File: src/csa_params.svh
// Function
// - Each cell built from four 2-input tables.
// - Two tables give sums for carry one, zero.
// - Two tables give carries for both chains.
// - Cluster carry-in selects chain for all cells.
// - Selected chain level picks precomputed sum output.
// - Adder output is first plus second plus carry.
// - Each chain's carry-in selects its own carry-out.
// - Cell offers registered and unregistered output together.
// - Register has enable, count, direction, clear, load.
// - Count enable and direction come from data inputs.
// - Clear and load act on all cluster registers.
// - Two cluster enables besides each cell's own enable.
// - Packing unavailable once a cell uses carry-in.
`ifndef CSA_PARAMS_SVH
`define CSA_PARAMS_SVH

// ==========================================================================
// Cluster geometry
// ==========================================================================
`define CSA_N          10
`define CSA_DW         32
`define CSA_AW         8

// ==========================================================================
// Register byte addresses
// ==========================================================================
`define CSA_ADDR_OPA   8'h00
`define CSA_ADDR_OPB   8'h04
`define CSA_ADDR_CTRL  8'h08
`define CSA_ADDR_CELCE 8'h0c
`define CSA_ADDR_CESEL 8'h10
`define CSA_ADDR_LDVAL 8'h14
`define CSA_ADDR_CMD   8'h18
`define CSA_ADDR_STAT  8'h1c
`define CSA_ADDR_QOUT  8'h20

// ==========================================================================
// Control and command fields
// ==========================================================================
`define CSA_CTRL_W     9
`define CSA_CTRL_RST   9'h000
`define CSA_B_CIN      0
`define CSA_B_MODE_LO  1
`define CSA_B_MODE_HI  2
`define CSA_B_UP       3
`define CSA_B_CNTEN    4
`define CSA_B_CE0      5
`define CSA_B_CE1      6
`define CSA_B_PACK     7
`define CSA_B_SPARE    8
`define CSA_B_CLR      0
`define CSA_B_LD       1
`define CSA_CELL_RST   10'h000
`define CSA_CELCE_RST  10'h3ff
`define CSA_STAT_PAD   18

`endif

File: src/csa_pkg.sv
package csa_pkg;
  // Operating modes of the cluster; value three is plain normal mode.
  typedef enum logic [1:0] {
    CSA_MODE_ADD,
    CSA_MODE_ACC,
    CSA_MODE_CNT,
    CSA_MODE_NORM
  } csa_mode_e;
endpackage

File: src/csa_cluster.sv
// Chosen here: the AHB-Lite register port and the placing of the registers.
`timescale 1ns/1ps
`include "csa_params.svh"

module csa_cluster
  import csa_pkg::*;
(
  input  wire logic                 i_clk_sys,
  input  wire logic                 i_rst_b,
  input  wire logic                 i_hsel,
  input  wire logic [31:0]          i_haddr,
  input  wire logic [1:0]           i_htrans,
  input  wire logic                 i_hwrite,
  input  wire logic [2:0]           i_hsize,
  input  wire logic                 i_hready,
  input  wire logic [`CSA_DW-1:0]   i_hwdata,
  output logic      [`CSA_DW-1:0]   o_hrdata,
  output logic                      o_hreadyout,
  output logic                      o_hresp
);

  // ========================================================================
  // Reset release
  // ========================================================================
  logic rst_meta_q;
  logic rst_n_q;

  // Release is delayed two edges so every flop leaves reset in one cycle.
  always_ff @(posedge i_clk_sys or negedge i_rst_b) begin
    if (!i_rst_b) begin
      rst_meta_q <= 1'b0;
      rst_n_q    <= 1'b0;
    end else begin
      rst_meta_q <= 1'b1;
      rst_n_q    <= rst_meta_q;
    end
  end

  // ========================================================================
  // Bus slave
  // ========================================================================
  logic                  wr_pend_q;
  logic [`CSA_AW-1:0]    addr_q;
  logic [`CSA_N-1:0]     opa_q;
  logic [`CSA_N-1:0]     opb_q;
  logic [`CSA_CTRL_W-1:0] ctrl_q;
  logic [`CSA_N-1:0]     cell_ce_q;
  logic [`CSA_N-1:0]     ce_sel_q;
  logic [`CSA_N-1:0]     ld_val_q;
  logic [`CSA_N-1:0]     cell_q;

  wire addr_ok = i_hsel & i_htrans[1] & i_hready;
  wire wr_now  = wr_pend_q;
  wire wr_opa  = wr_now & (addr_q == `CSA_ADDR_OPA);
  wire wr_opb  = wr_now & (addr_q == `CSA_ADDR_OPB);
  wire wr_ctrl = wr_now & (addr_q == `CSA_ADDR_CTRL);
  wire wr_cce  = wr_now & (addr_q == `CSA_ADDR_CELCE);
  wire wr_csel = wr_now & (addr_q == `CSA_ADDR_CESEL);
  wire wr_ldv  = wr_now & (addr_q == `CSA_ADDR_LDVAL);
  wire wr_cmd  = wr_now & (addr_q == `CSA_ADDR_CMD);

  // Clear and load are one-cycle commands shared by every cell.
  wire clr_now = wr_cmd & i_hwdata[`CSA_B_CLR];
  wire ld_now  = wr_cmd & i_hwdata[`CSA_B_LD];

  // Address phase capture; zero wait states, so hreadyout stays high.
  always_ff @(posedge i_clk_sys or negedge rst_n_q) begin
    if (!rst_n_q) begin
      wr_pend_q <= 1'b0;
      addr_q    <= '0;
    end else begin
      wr_pend_q <= addr_ok & i_hwrite;
      if (addr_ok) begin
        addr_q <= i_haddr[`CSA_AW-1:0];
      end
    end
  end

  // Software registers; unmapped writes are dropped.
  always_ff @(posedge i_clk_sys or negedge rst_n_q) begin
    if (!rst_n_q) begin
      opa_q     <= `CSA_CELL_RST;
      opb_q     <= `CSA_CELL_RST;
      ctrl_q    <= `CSA_CTRL_RST;
      cell_ce_q <= `CSA_CELCE_RST;
      ce_sel_q  <= `CSA_CELL_RST;
      ld_val_q  <= `CSA_CELL_RST;
    end else begin
      if (wr_opa)  opa_q     <= i_hwdata[`CSA_N-1:0];
      if (wr_opb)  opb_q     <= i_hwdata[`CSA_N-1:0];
      if (wr_ctrl) ctrl_q    <= i_hwdata[`CSA_CTRL_W-1:0];
      if (wr_cce)  cell_ce_q <= i_hwdata[`CSA_N-1:0];
      if (wr_csel) ce_sel_q  <= i_hwdata[`CSA_N-1:0];
      if (wr_ldv)  ld_val_q  <= i_hwdata[`CSA_N-1:0];
    end
  end

  // ========================================================================
  // Operand and carry steering
  // ========================================================================
  csa_mode_e mode;
  assign mode = csa_mode_e'(ctrl_q[`CSA_B_MODE_HI:`CSA_B_MODE_LO]);

  wire is_add = (mode == CSA_MODE_ADD);
  wire is_cnt = (mode == CSA_MODE_CNT);
  wire is_nrm = (mode == CSA_MODE_NORM);
  // Count controls are ordinary data bits, not dedicated lines.
  wire cnt_up = ctrl_q[`CSA_B_UP];
  wire cnt_en = ctrl_q[`CSA_B_CNTEN];
  wire ce0    = ctrl_q[`CSA_B_CE0];
  wire ce1    = ctrl_q[`CSA_B_CE1];

  // A counter adds one, or adds all ones to step down.
  wire [`CSA_N-1:0] op_a = is_add ? opa_q : cell_q;
  wire [`CSA_N-1:0] op_b = is_cnt ? {`CSA_N{~cnt_up}} : opb_q;
  wire clu_cin = is_cnt ? cnt_up : ctrl_q[`CSA_B_CIN];

  // ========================================================================
  // Cells and the dual carry select chain
  // ========================================================================
  logic [`CSA_N:0]   zero_chain_carry_in;
  logic [`CSA_N:0]   one_chain_carry_in;
  logic [`CSA_N-1:0] sum_comb;
  logic [`CSA_N-1:0] cell_en;

  assign zero_chain_carry_in[0] = 1'b0;
  assign one_chain_carry_in[0]  = 1'b1;

  for (genvar i = 0; i < `CSA_N; i++) begin : g_cell
    // Four two-input tables per cell.
    wire first_operand  = op_a[i];
    wire second_operand = op_b[i];
    wire sum_if1  = ~(first_operand ^ second_operand);
    wire sum_if0  = first_operand ^ second_operand;
    wire gen_if1  = first_operand | second_operand;
    wire gen_if0  = first_operand & second_operand;
    // Each chain's own carry picks that chain's outgoing carry.
    wire zero_chain_carry_out = zero_chain_carry_in[i] ? gen_if1 : gen_if0;
    wire one_chain_carry_out  = one_chain_carry_in[i] ? gen_if1 : gen_if0;
    assign zero_chain_carry_in[i+1] = zero_chain_carry_out;
    assign one_chain_carry_in[i+1]  = one_chain_carry_out;
    // The cluster carry picks a chain; its level picks the sum.
    wire sel_carry = clu_cin ? one_chain_carry_in[i] : zero_chain_carry_in[i];
    assign sum_comb[i] = sel_carry ? sum_if1 : sum_if0;
    // Own enable gated by one of two cluster enables.
    assign cell_en[i] = cell_ce_q[i] & (ce_sel_q[i] ? ce1 : ce0);
    wire step = cell_en[i] & (~is_cnt | cnt_en);
    wire nxt  = is_nrm ? opa_q[i] : sum_comb[i];

    // Clear beats load beats the enabled step.
    always_ff @(posedge i_clk_sys or negedge rst_n_q) begin
      if (!rst_n_q) begin
        cell_q[i] <= 1'b0;
      end else if (clr_now) begin
        cell_q[i] <= 1'b0;
      end else if (ld_now) begin
        cell_q[i] <= ld_val_q[i];
      end else if (step) begin
        cell_q[i] <= nxt;
      end
    end
  end

  wire zero_cout = zero_chain_carry_in[`CSA_N];
  wire one_cout  = one_chain_carry_in[`CSA_N];
  wire sel_cout  = clu_cin ? one_cout : zero_cout;
  // A packed register is only offered when the carry input is unused.
  wire pack_avail = ctrl_q[`CSA_B_PACK] & is_nrm & ~ctrl_q[`CSA_B_CIN];

  // ========================================================================
  // Read mux
  // ========================================================================
  // Combinational and registered copies are both readable at once.
  wire [`CSA_DW-1:0] stat_w = {{`CSA_STAT_PAD{1'b0}}, pack_avail, sel_cout,
                               one_cout, zero_cout, sum_comb};
  wire [`CSA_DW-1:0] pad_n  = '0;
  wire [`CSA_DW-1:0] pad_c  = '0;

  always_comb begin
    o_hrdata = '0;
    case (addr_q)
      `CSA_ADDR_OPA:   o_hrdata = {pad_n[`CSA_DW-1:`CSA_N], opa_q};
      `CSA_ADDR_OPB:   o_hrdata = {pad_n[`CSA_DW-1:`CSA_N], opb_q};
      `CSA_ADDR_CTRL:  o_hrdata = {pad_c[`CSA_DW-1:`CSA_CTRL_W], ctrl_q};
      `CSA_ADDR_CELCE: o_hrdata = {pad_n[`CSA_DW-1:`CSA_N], cell_ce_q};
      `CSA_ADDR_CESEL: o_hrdata = {pad_n[`CSA_DW-1:`CSA_N], ce_sel_q};
      `CSA_ADDR_LDVAL: o_hrdata = {pad_n[`CSA_DW-1:`CSA_N], ld_val_q};
      `CSA_ADDR_STAT:  o_hrdata = stat_w;
      `CSA_ADDR_QOUT:  o_hrdata = {pad_n[`CSA_DW-1:`CSA_N], cell_q};
      default:         o_hrdata = '0;
    endcase
  end

  assign o_hreadyout = 1'b1;
  assign o_hresp     = 1'b0;

  wire [`CSA_N:0] ref_sum = {1'b0, opa_q} + {1'b0, opb_q} + {{`CSA_N{1'b0}}, ctrl_q[`CSA_B_CIN]};
  wire quiet   = ~clr_now & ~ld_now;
  wire all_en  = &cell_en;

  // Plain integer sums of whatever the tables see, for both assumed carries.
  // They come from a word adder, not from the gate chain, so a wrong table or
  // a wrong chain select shows up as a difference.
  wire [`CSA_N:0] ref_c0  = {1'b0, op_a} + {1'b0, op_b};
  wire [`CSA_N:0] ref_c1  = {1'b0, op_a} + {1'b0, op_b} + {{`CSA_N{1'b0}}, 1'b1};
  wire [`CSA_N:0] ref_sel = clu_cin ? ref_c1 : ref_c0;
  wire [`CSA_N-1:0] en_ref = cell_ce_q & ((ce_sel_q & {`CSA_N{ce1}}) | (~ce_sel_q & {`CSA_N{ce0}}));
endmodule // csa_cluster

File: config.mk
export PLATFORM = sky130hd
export DESIGN_NAME = csa_cluster
export DESIGN_NICKNAME = d
export VERILOG_FILES = /design/src/csa_pkg.sv /design/src/csa_cluster.sv
export VERILOG_INCLUDE_DIRS = /design/src
export SDC_FILE = /design/constraint.sdc
export NUM_CORES = 1
export LEC_CHECK = 0
export ABC_AREA = 0
export BUFFER_PORTS_ARGS = -buffer_cell sky130_fd_sc_hd__buf_2
export CAP_MARGIN = 20
export CORE_MARGIN = 2
export CORE_UTILIZATION = 55
export DETAILED_ROUTE_END_ITERATION = 8
export HOLD_SLACK_MARGIN = 0.05
export PLACE_DENSITY = 0.91
export SYNTH_ARGS = -nofsm -noshare
export SYNTH_HDL_FRONTEND = slang
export SYNTH_SLANG_ARGS = --single-unit
File: constraint.sdc
create_clock -name i_clk_sys -period 7.55 [get_ports i_clk_sys]
set_input_delay 1.51 -clock i_clk_sys [delete_from_list [all_inputs] [get_ports i_clk_sys]]
set_output_delay 1.51 -clock i_clk_sys [all_outputs]
set_load 0.02 [all_outputs]
# ---- Word level (Yosys, flattened, before mapping)
# Index checks and enable logic that the tools add are counted.
# Widths: inputs -> output; s select.
dict set report totals {
  ff_bits 80
  inputBits 74
  elab_cells 213
  output_inout_bits 34
}
dict set report classes {
  mux 93
  eq_ne 10
  bitwise 78
  n_reduce_logical 12
}
# operator n
set ops {}
lappend ops {{$pmux 14 s8} 1}
lappend ops {{$mux 1} 90}
lappend ops {{$and 1x1->1} 44}
lappend ops {{$eq 8x5->1 const B} 4}
lappend ops {{$reduce_bool 3->1} 10}
lappend ops {{$mux 10} 2}
lappend ops {{$eq 8x4->1 const B} 2}
lappend ops {{$not 1->1} 13}
lappend ops {{$or 1x1->1} 11}
lappend ops {{$xor 1x1->1} 10}
lappend ops {{$eq 8x3->1 const B} 1}
lappend ops {{$eq 8x6->1 const B} 1}
lappend ops {{$logic_not 8->1} 1}
lappend ops {{$eq 2x2->1 const B} 2}
lappend ops {{$logic_not 2->1} 1}

# ---- Logic depth before layout (Yosys ltp)
dict set report depth {
  depth_word 17
  mapped_depth 14
  ltp_nobuf 14
}

# ---- Worst setup path after synthesis
# Ideal clock, no wire load.
dict set report synth_timing {
  path_kind {register -> output}
  startpoint {register ctrl_q[1]}
  endpoint {output o_hrdata[11]}
  path_stages_with_launch 13
  path_slack_ns 2.412
  required_ns 6.040
  n_path_buf 0
  arrival_time_ns 3.628
  path_cell_list {dfrtp_1 > nor2_1 > mux2_2 > ha_1 > or3_1 > a211o_1 > nand2_1 > nor2_1 > a211o_1 > mux2i_1 > mux2i_1 > nor2_1 > a211oi_1}
}
dict set report synth_between {
  elab_chain_len 13
  elab_cells_between_ends 33
  classes_between {1 x eq/ne; 12 x mux; 19 x bitwise; 1 x reduce/logical}
}
# item line
set synth_lines {}
lappend synth_lines {{start, declared} csa_cluster.sv:46} ;# logic [`CSA_CTRL_W-1:0] ctrl_q;
lappend synth_lines {{start signal, assigned} csa_cluster.sv:84} ;# ctrl_q <= `CSA_CTRL_RST;
lappend synth_lines {{start signal, assigned} csa_cluster.sv:91} ;# if (wr_ctrl) ctrl_q <= i_hwdata[`CSA_CTRL_W-1:0];
lappend synth_lines {{$eq 2x2->1 / $logic_not 2->1 (equally long branches)} {csa_cluster.sv:105, csa_cluster.sv:104}}
lappend synth_lines {{$mux 10 (on tied branches)} {csa_cluster.sv:115, csa_cluster.sv:114}}
lappend synth_lines {{$and 1x1->1 / $or 1x1->1 (equally long branches)} {csa_cluster.sv:136, csa_cluster.sv:135}}
lappend synth_lines {{$mux 1 (8 in a row)} csa_cluster.sv:139} ;# wire one_chain_carry_out = one_chain_carry_in[i] ? gen_if1 : gen_if0;
lappend synth_lines {{$mux 1 (*)} csa_cluster.sv:139}
lappend synth_lines {{$pmux 14 s8 (*)} csa_cluster.sv:181} ;# case (addr_q)
lappend synth_lines {{end, declared} csa_cluster.sv:17} ;# output logic [`CSA_DW-1:0] o_hrdata,
# Every way passes the cells marked *; elsewhere a longest branch is shown, timed or not.

# ---- Final worst setup path
dict set report layout_timing {
  startpoint {register ctrl_q[1]}
  endpoint {output o_hrdata[8]}
}
dict set report layout_between {
  elab_chain_len 13
  elab_cells_between_ends 40
  classes_between {1 x eq/ne; 20 x mux; 18 x bitwise; 1 x reduce/logical}
}
# item line
set layout_lines {}
lappend layout_lines {{$eq 2x2->1 / $logic_not 2->1 (equally long branches)} {csa_cluster.sv:105, csa_cluster.sv:104}}
lappend layout_lines {{$mux 10 (on tied branches)} {csa_cluster.sv:115, csa_cluster.sv:114}}
lappend layout_lines {{$and 1x1->1 / $or 1x1->1 (equally long branches)} {csa_cluster.sv:136, csa_cluster.sv:135}}
lappend layout_lines {{$mux 1 (on tied branches) (7 in a row)} {csa_cluster.sv:138, csa_cluster.sv:139}}
lappend layout_lines {{$mux 1} csa_cluster.sv:143} ;# wire sel_carry = clu_cin ? one_chain_carry_in[i] : zero_chain_carry_in[i];
lappend layout_lines {{$mux 1 (*)} csa_cluster.sv:144} ;# assign sum_comb[i] = sel_carry ? sum_if1 : sum_if0;
lappend layout_lines {{$pmux 14 s8 (*)} csa_cluster.sv:181}
# Marked as above.

==> summary.txt <==
Die
  • Boundary Pins: roughly 110
  • Die Y: 100.5 um
  • # rows: 35
  • Initial Utilization: 0.5597
  • Core Region: 9153 um2
  • Die X-Extent: 100.5 um
  • Full die area: ~10000 um2

GRT
  • Total Routing Usage GR: 0.2663
  • First-pass GRT wire length: approximately 21000 um
  • GR Layer Usage met2: 0.4445
  • Vias in the first global route: 4213
  • Met1 usage: 0.3173
  • Total congestion overflow: 0
  • Largest net degree at the start of global routing: between 70 and 80
  • Initial antenna violation count: 0
  • GR peak layer: met2
  • GR Layer Usage met3: 0.05548

Critical path
  • Reg2reg path depth: 14
  • FF-to-FF setup slack: ~3300 ps
  • RR Startpoint: ctrl_q[1]$_DFFE_PN0P_
  • Critical path arrival: between 4000 and 5000 ps
  • Path type of the worst setup path: flip-flop to output pin
  • Data required time of the worst path: 6040 ps
  • Startpoint types: flip-flop
  • Worst Setup SP: ctrl_q[1]$_DFFE_PN0P_
  • Crit. End Element: output pin
  • Reg2reg end: cell_q[7]$_DFFE_PN0P_
  • Critical path destination: o_hrdata[8]
  • Critical path peak fanout: 13

Clock network
  • Post_cts resized: 0
  • CTS H-Tree Depth: 3
  • Clk_lat worst skew: around 360 ps
  • Clock sink count: 80
  • CTS Root Cell: clkbuf_8
  • CTS tree: done
  • Setup bufs post-CTS: 0
  • Worst-path clk slew: ~80 ps
  • CTS max path bufs: 2
  • Post-CTS Hold Buffers: 0
  • Total CTS buffers: 9

Synthesis
  • Yosys top cell area share: 0.3420
  • Mapped cell area: 5122 um2
  • Synth Area in Simple Gates: 0.1197
  • EDFF count, synth: 0
  • Post-synth cell types: 47
  • XOR/XNOR Fraction of Synth Area: 0.01710
  • Mux share of post-synthesis cell area: 0.2191
  • Synth warn: 0
  • Synth area leaders: dfrtp_1 34%, mux2_2 19%, dfstp_2 5.1%
  • Mean Syn Cell Area: 10.41 um2
  • Main synth FF type: dfrtp_1
  • Leading area contributor after synthesis: dfrtp_1
  • Commonest cells post-synth: 87 x mux2_2, 70 x dfrtp_1, 28 x inv_1, 28 x nor2_1, 27 x nand2_1
  • Area share of fa/ha/maj cells after synthesis: 0.04885
  • Main combinational cell family by area after synthesis: multiplexers
  • Register bit total from synthesis: 80
  • Async S/R FF share, synth: 1.000
  • Top-count cell post-synth: mux2_2
  • Sequential fraction of the synthesis area: 0.3933
  • Synthesized netlist cell count: ~500
  • Compound-Gate Fraction of Synth Area: 0.1383

Finish
  • Antenna diode count: 0
  • Ratio of cells with drive above 1 in the final layout: 0.3006
  • Final #Nets: approximately 620
  • P&R area growth vs syn: 7.987%
  • Post-Route Utilization: 0.6044

Route
  • Final WL: about 13000 um
  • Drt first pass iters: 7
  • Detailed-route via count: ~4200
  • Drt drc: 0
  • Average wire per standard cell: roughly 21 um
  • DRT antenna net count: 0
  • 1st-iter DRT viols: 438
  • Post-DR vias/cell: 6.609

Placed design
  • Port bufs: 37
  • DP HPWL: around 8900 um
  • Routability Congestion: between 0.8 and 0.9

Pwr
  • Pleak: roughly 0.0025 uW
  • Power density over the cells: roughly 260 nW/um2
  • Peak VDD IR: ~0.17 mV

STA
  • Hold Slack: roughly 370 ps
  • Fin crit share: 0.8229
  • Slew @ Worst Pin: ~1100 ps
  • Setup_tns: 0 ps
  • RSZ-0062 raised after global routing: false
  • Minimum clock period: ~6200 ps
  • Final-report max-slew violation count: 0
  • Worst clock skew: 11.14 ps
  • Max-Slew Margin vs Limit: 0.2430
  • F_max: 161.0 MHz
  • Final setup violation count: 0
  • Final hold violation count: 0

Outcome
  • Status: finished, final reports clean

Flow run
  • MaxCap Viol Count: 0

Min path
  • Worst Hold Class: flip-flop to flip-flop
[sequential cells by signal, summed over array words and instances, names as in the netlist]
signal / flops
addr_q: 8
ce_sel_q: 10
cell_ce_q: 10
cell_q: 10
ctrl_q: 9
ld_val_q: 10
opa_q: 10
opb_q: 10
rst_meta_q: 1
rst_n_q: 1
wr_now: 1
[cells in the final DEF, fill, tap and decap left out, types with 8 or more instances in the layout]
cell type,synthesis,layout
mux2_2,87,87
dfrtp_1,70,69
buf_2,0,37
nor2_1,28,28
inv_1,28,28
nand2_1,27,27
conb_1,2,21
ha_1,20,20
a21oi_1,14,14
nand3_1,12,12
mux2i_1,12,12
nor3_1,11,11
o211ai_1,11,11
dfstp_2,10,10
a221oi_1,9,9
a222oi_1,9,9
clkbuf_8,0,9
a22o_1,8,8
[critical path: stages (launching register included)]
cell and delay [ps]:
dfrtp_1 450, nand2b_1 470, nor2_1 800, a21o_1 170, inv_1 50, ha_1 250, nor3b_1 330, o211a_1 210
nor2_1 80, and3_1 170, nor3_1 410, or2_2 220, a21oi_1 80, xnor2_1 320, o211ai_1 130, buf_2 190
[cells by family (layout without fill, tap and decap cells)]
kind of cell    after synthesis  after routing
other cells                   2             21
fa+ha+maj                    20             20
mux                         100            100
xor+xnor                     10             10
flops                        80             80
compound gates               94             94
buf+inv                      65             83
simple gates                121            121
[where the power goes]
part,leakage [uW],internal (uW),switching (uW)
clock,0.000110,185,157
sequential,0.000919,488,56.2
combinational,0.00149,249,320
total,0.00252,923,533
[cell type report]
cell class | count | area (um2)
fill | 715 | 3621
multi-input combinational | 366 | 2860
sequential | 80 | 2016
timing repair buffer | 39 | 200.2
tap | 111 | 138.9
clock buffer | 10 | 127.6
inverter | 28 | 105.1
clock inverter | 6 | 83.83
[per-stage QoR]
stage / power, uW / worst slack (ps) / instances / cell area [um2]
after detailed placement: 1101 / 1902 / 624 / 5320
final: 1456 / 1337 / 640 / 5532
after global routing: 1532 / 993.6 / 640 / 5532
after floorplan: 976.2 / 2412 / 511 / 5194
after global placement: 1065 / 2034 / 624 / 5320
after CTS: 1442 / 1459 / 640 / 5532
[worst min-delay path by stage]
stage / from / to / cells after the start
4_1_cts: rst_meta_q$_DFF_PN0_ / rst_n_q$_DFF_PN0_ / 0
6_report: rst_meta_q$_DFF_PN0_ / rst_n_q$_DFF_PN0_ / 0
2_1_floorplan: rst_meta_q$_DFF_PN0_ / rst_n_q$_DFF_PN0_ / 0
3_3_place_gp: rst_meta_q$_DFF_PN0_ / rst_n_q$_DFF_PN0_ / 0
3_5_place_dp: rst_meta_q$_DFF_PN0_ / rst_n_q$_DFF_PN0_ / 0
5_1_grt: rst_meta_q$_DFF_PN0_ / rst_n_q$_DFF_PN0_ / 0
[layer usage]
metal  vias up  part of all wire
met3        64              0.11
met5         -                 0
met2       304              0.49
met1      2033              0.36
met4         0             0.043
li1       1829                 -
(Power assumes the default switching activity.)
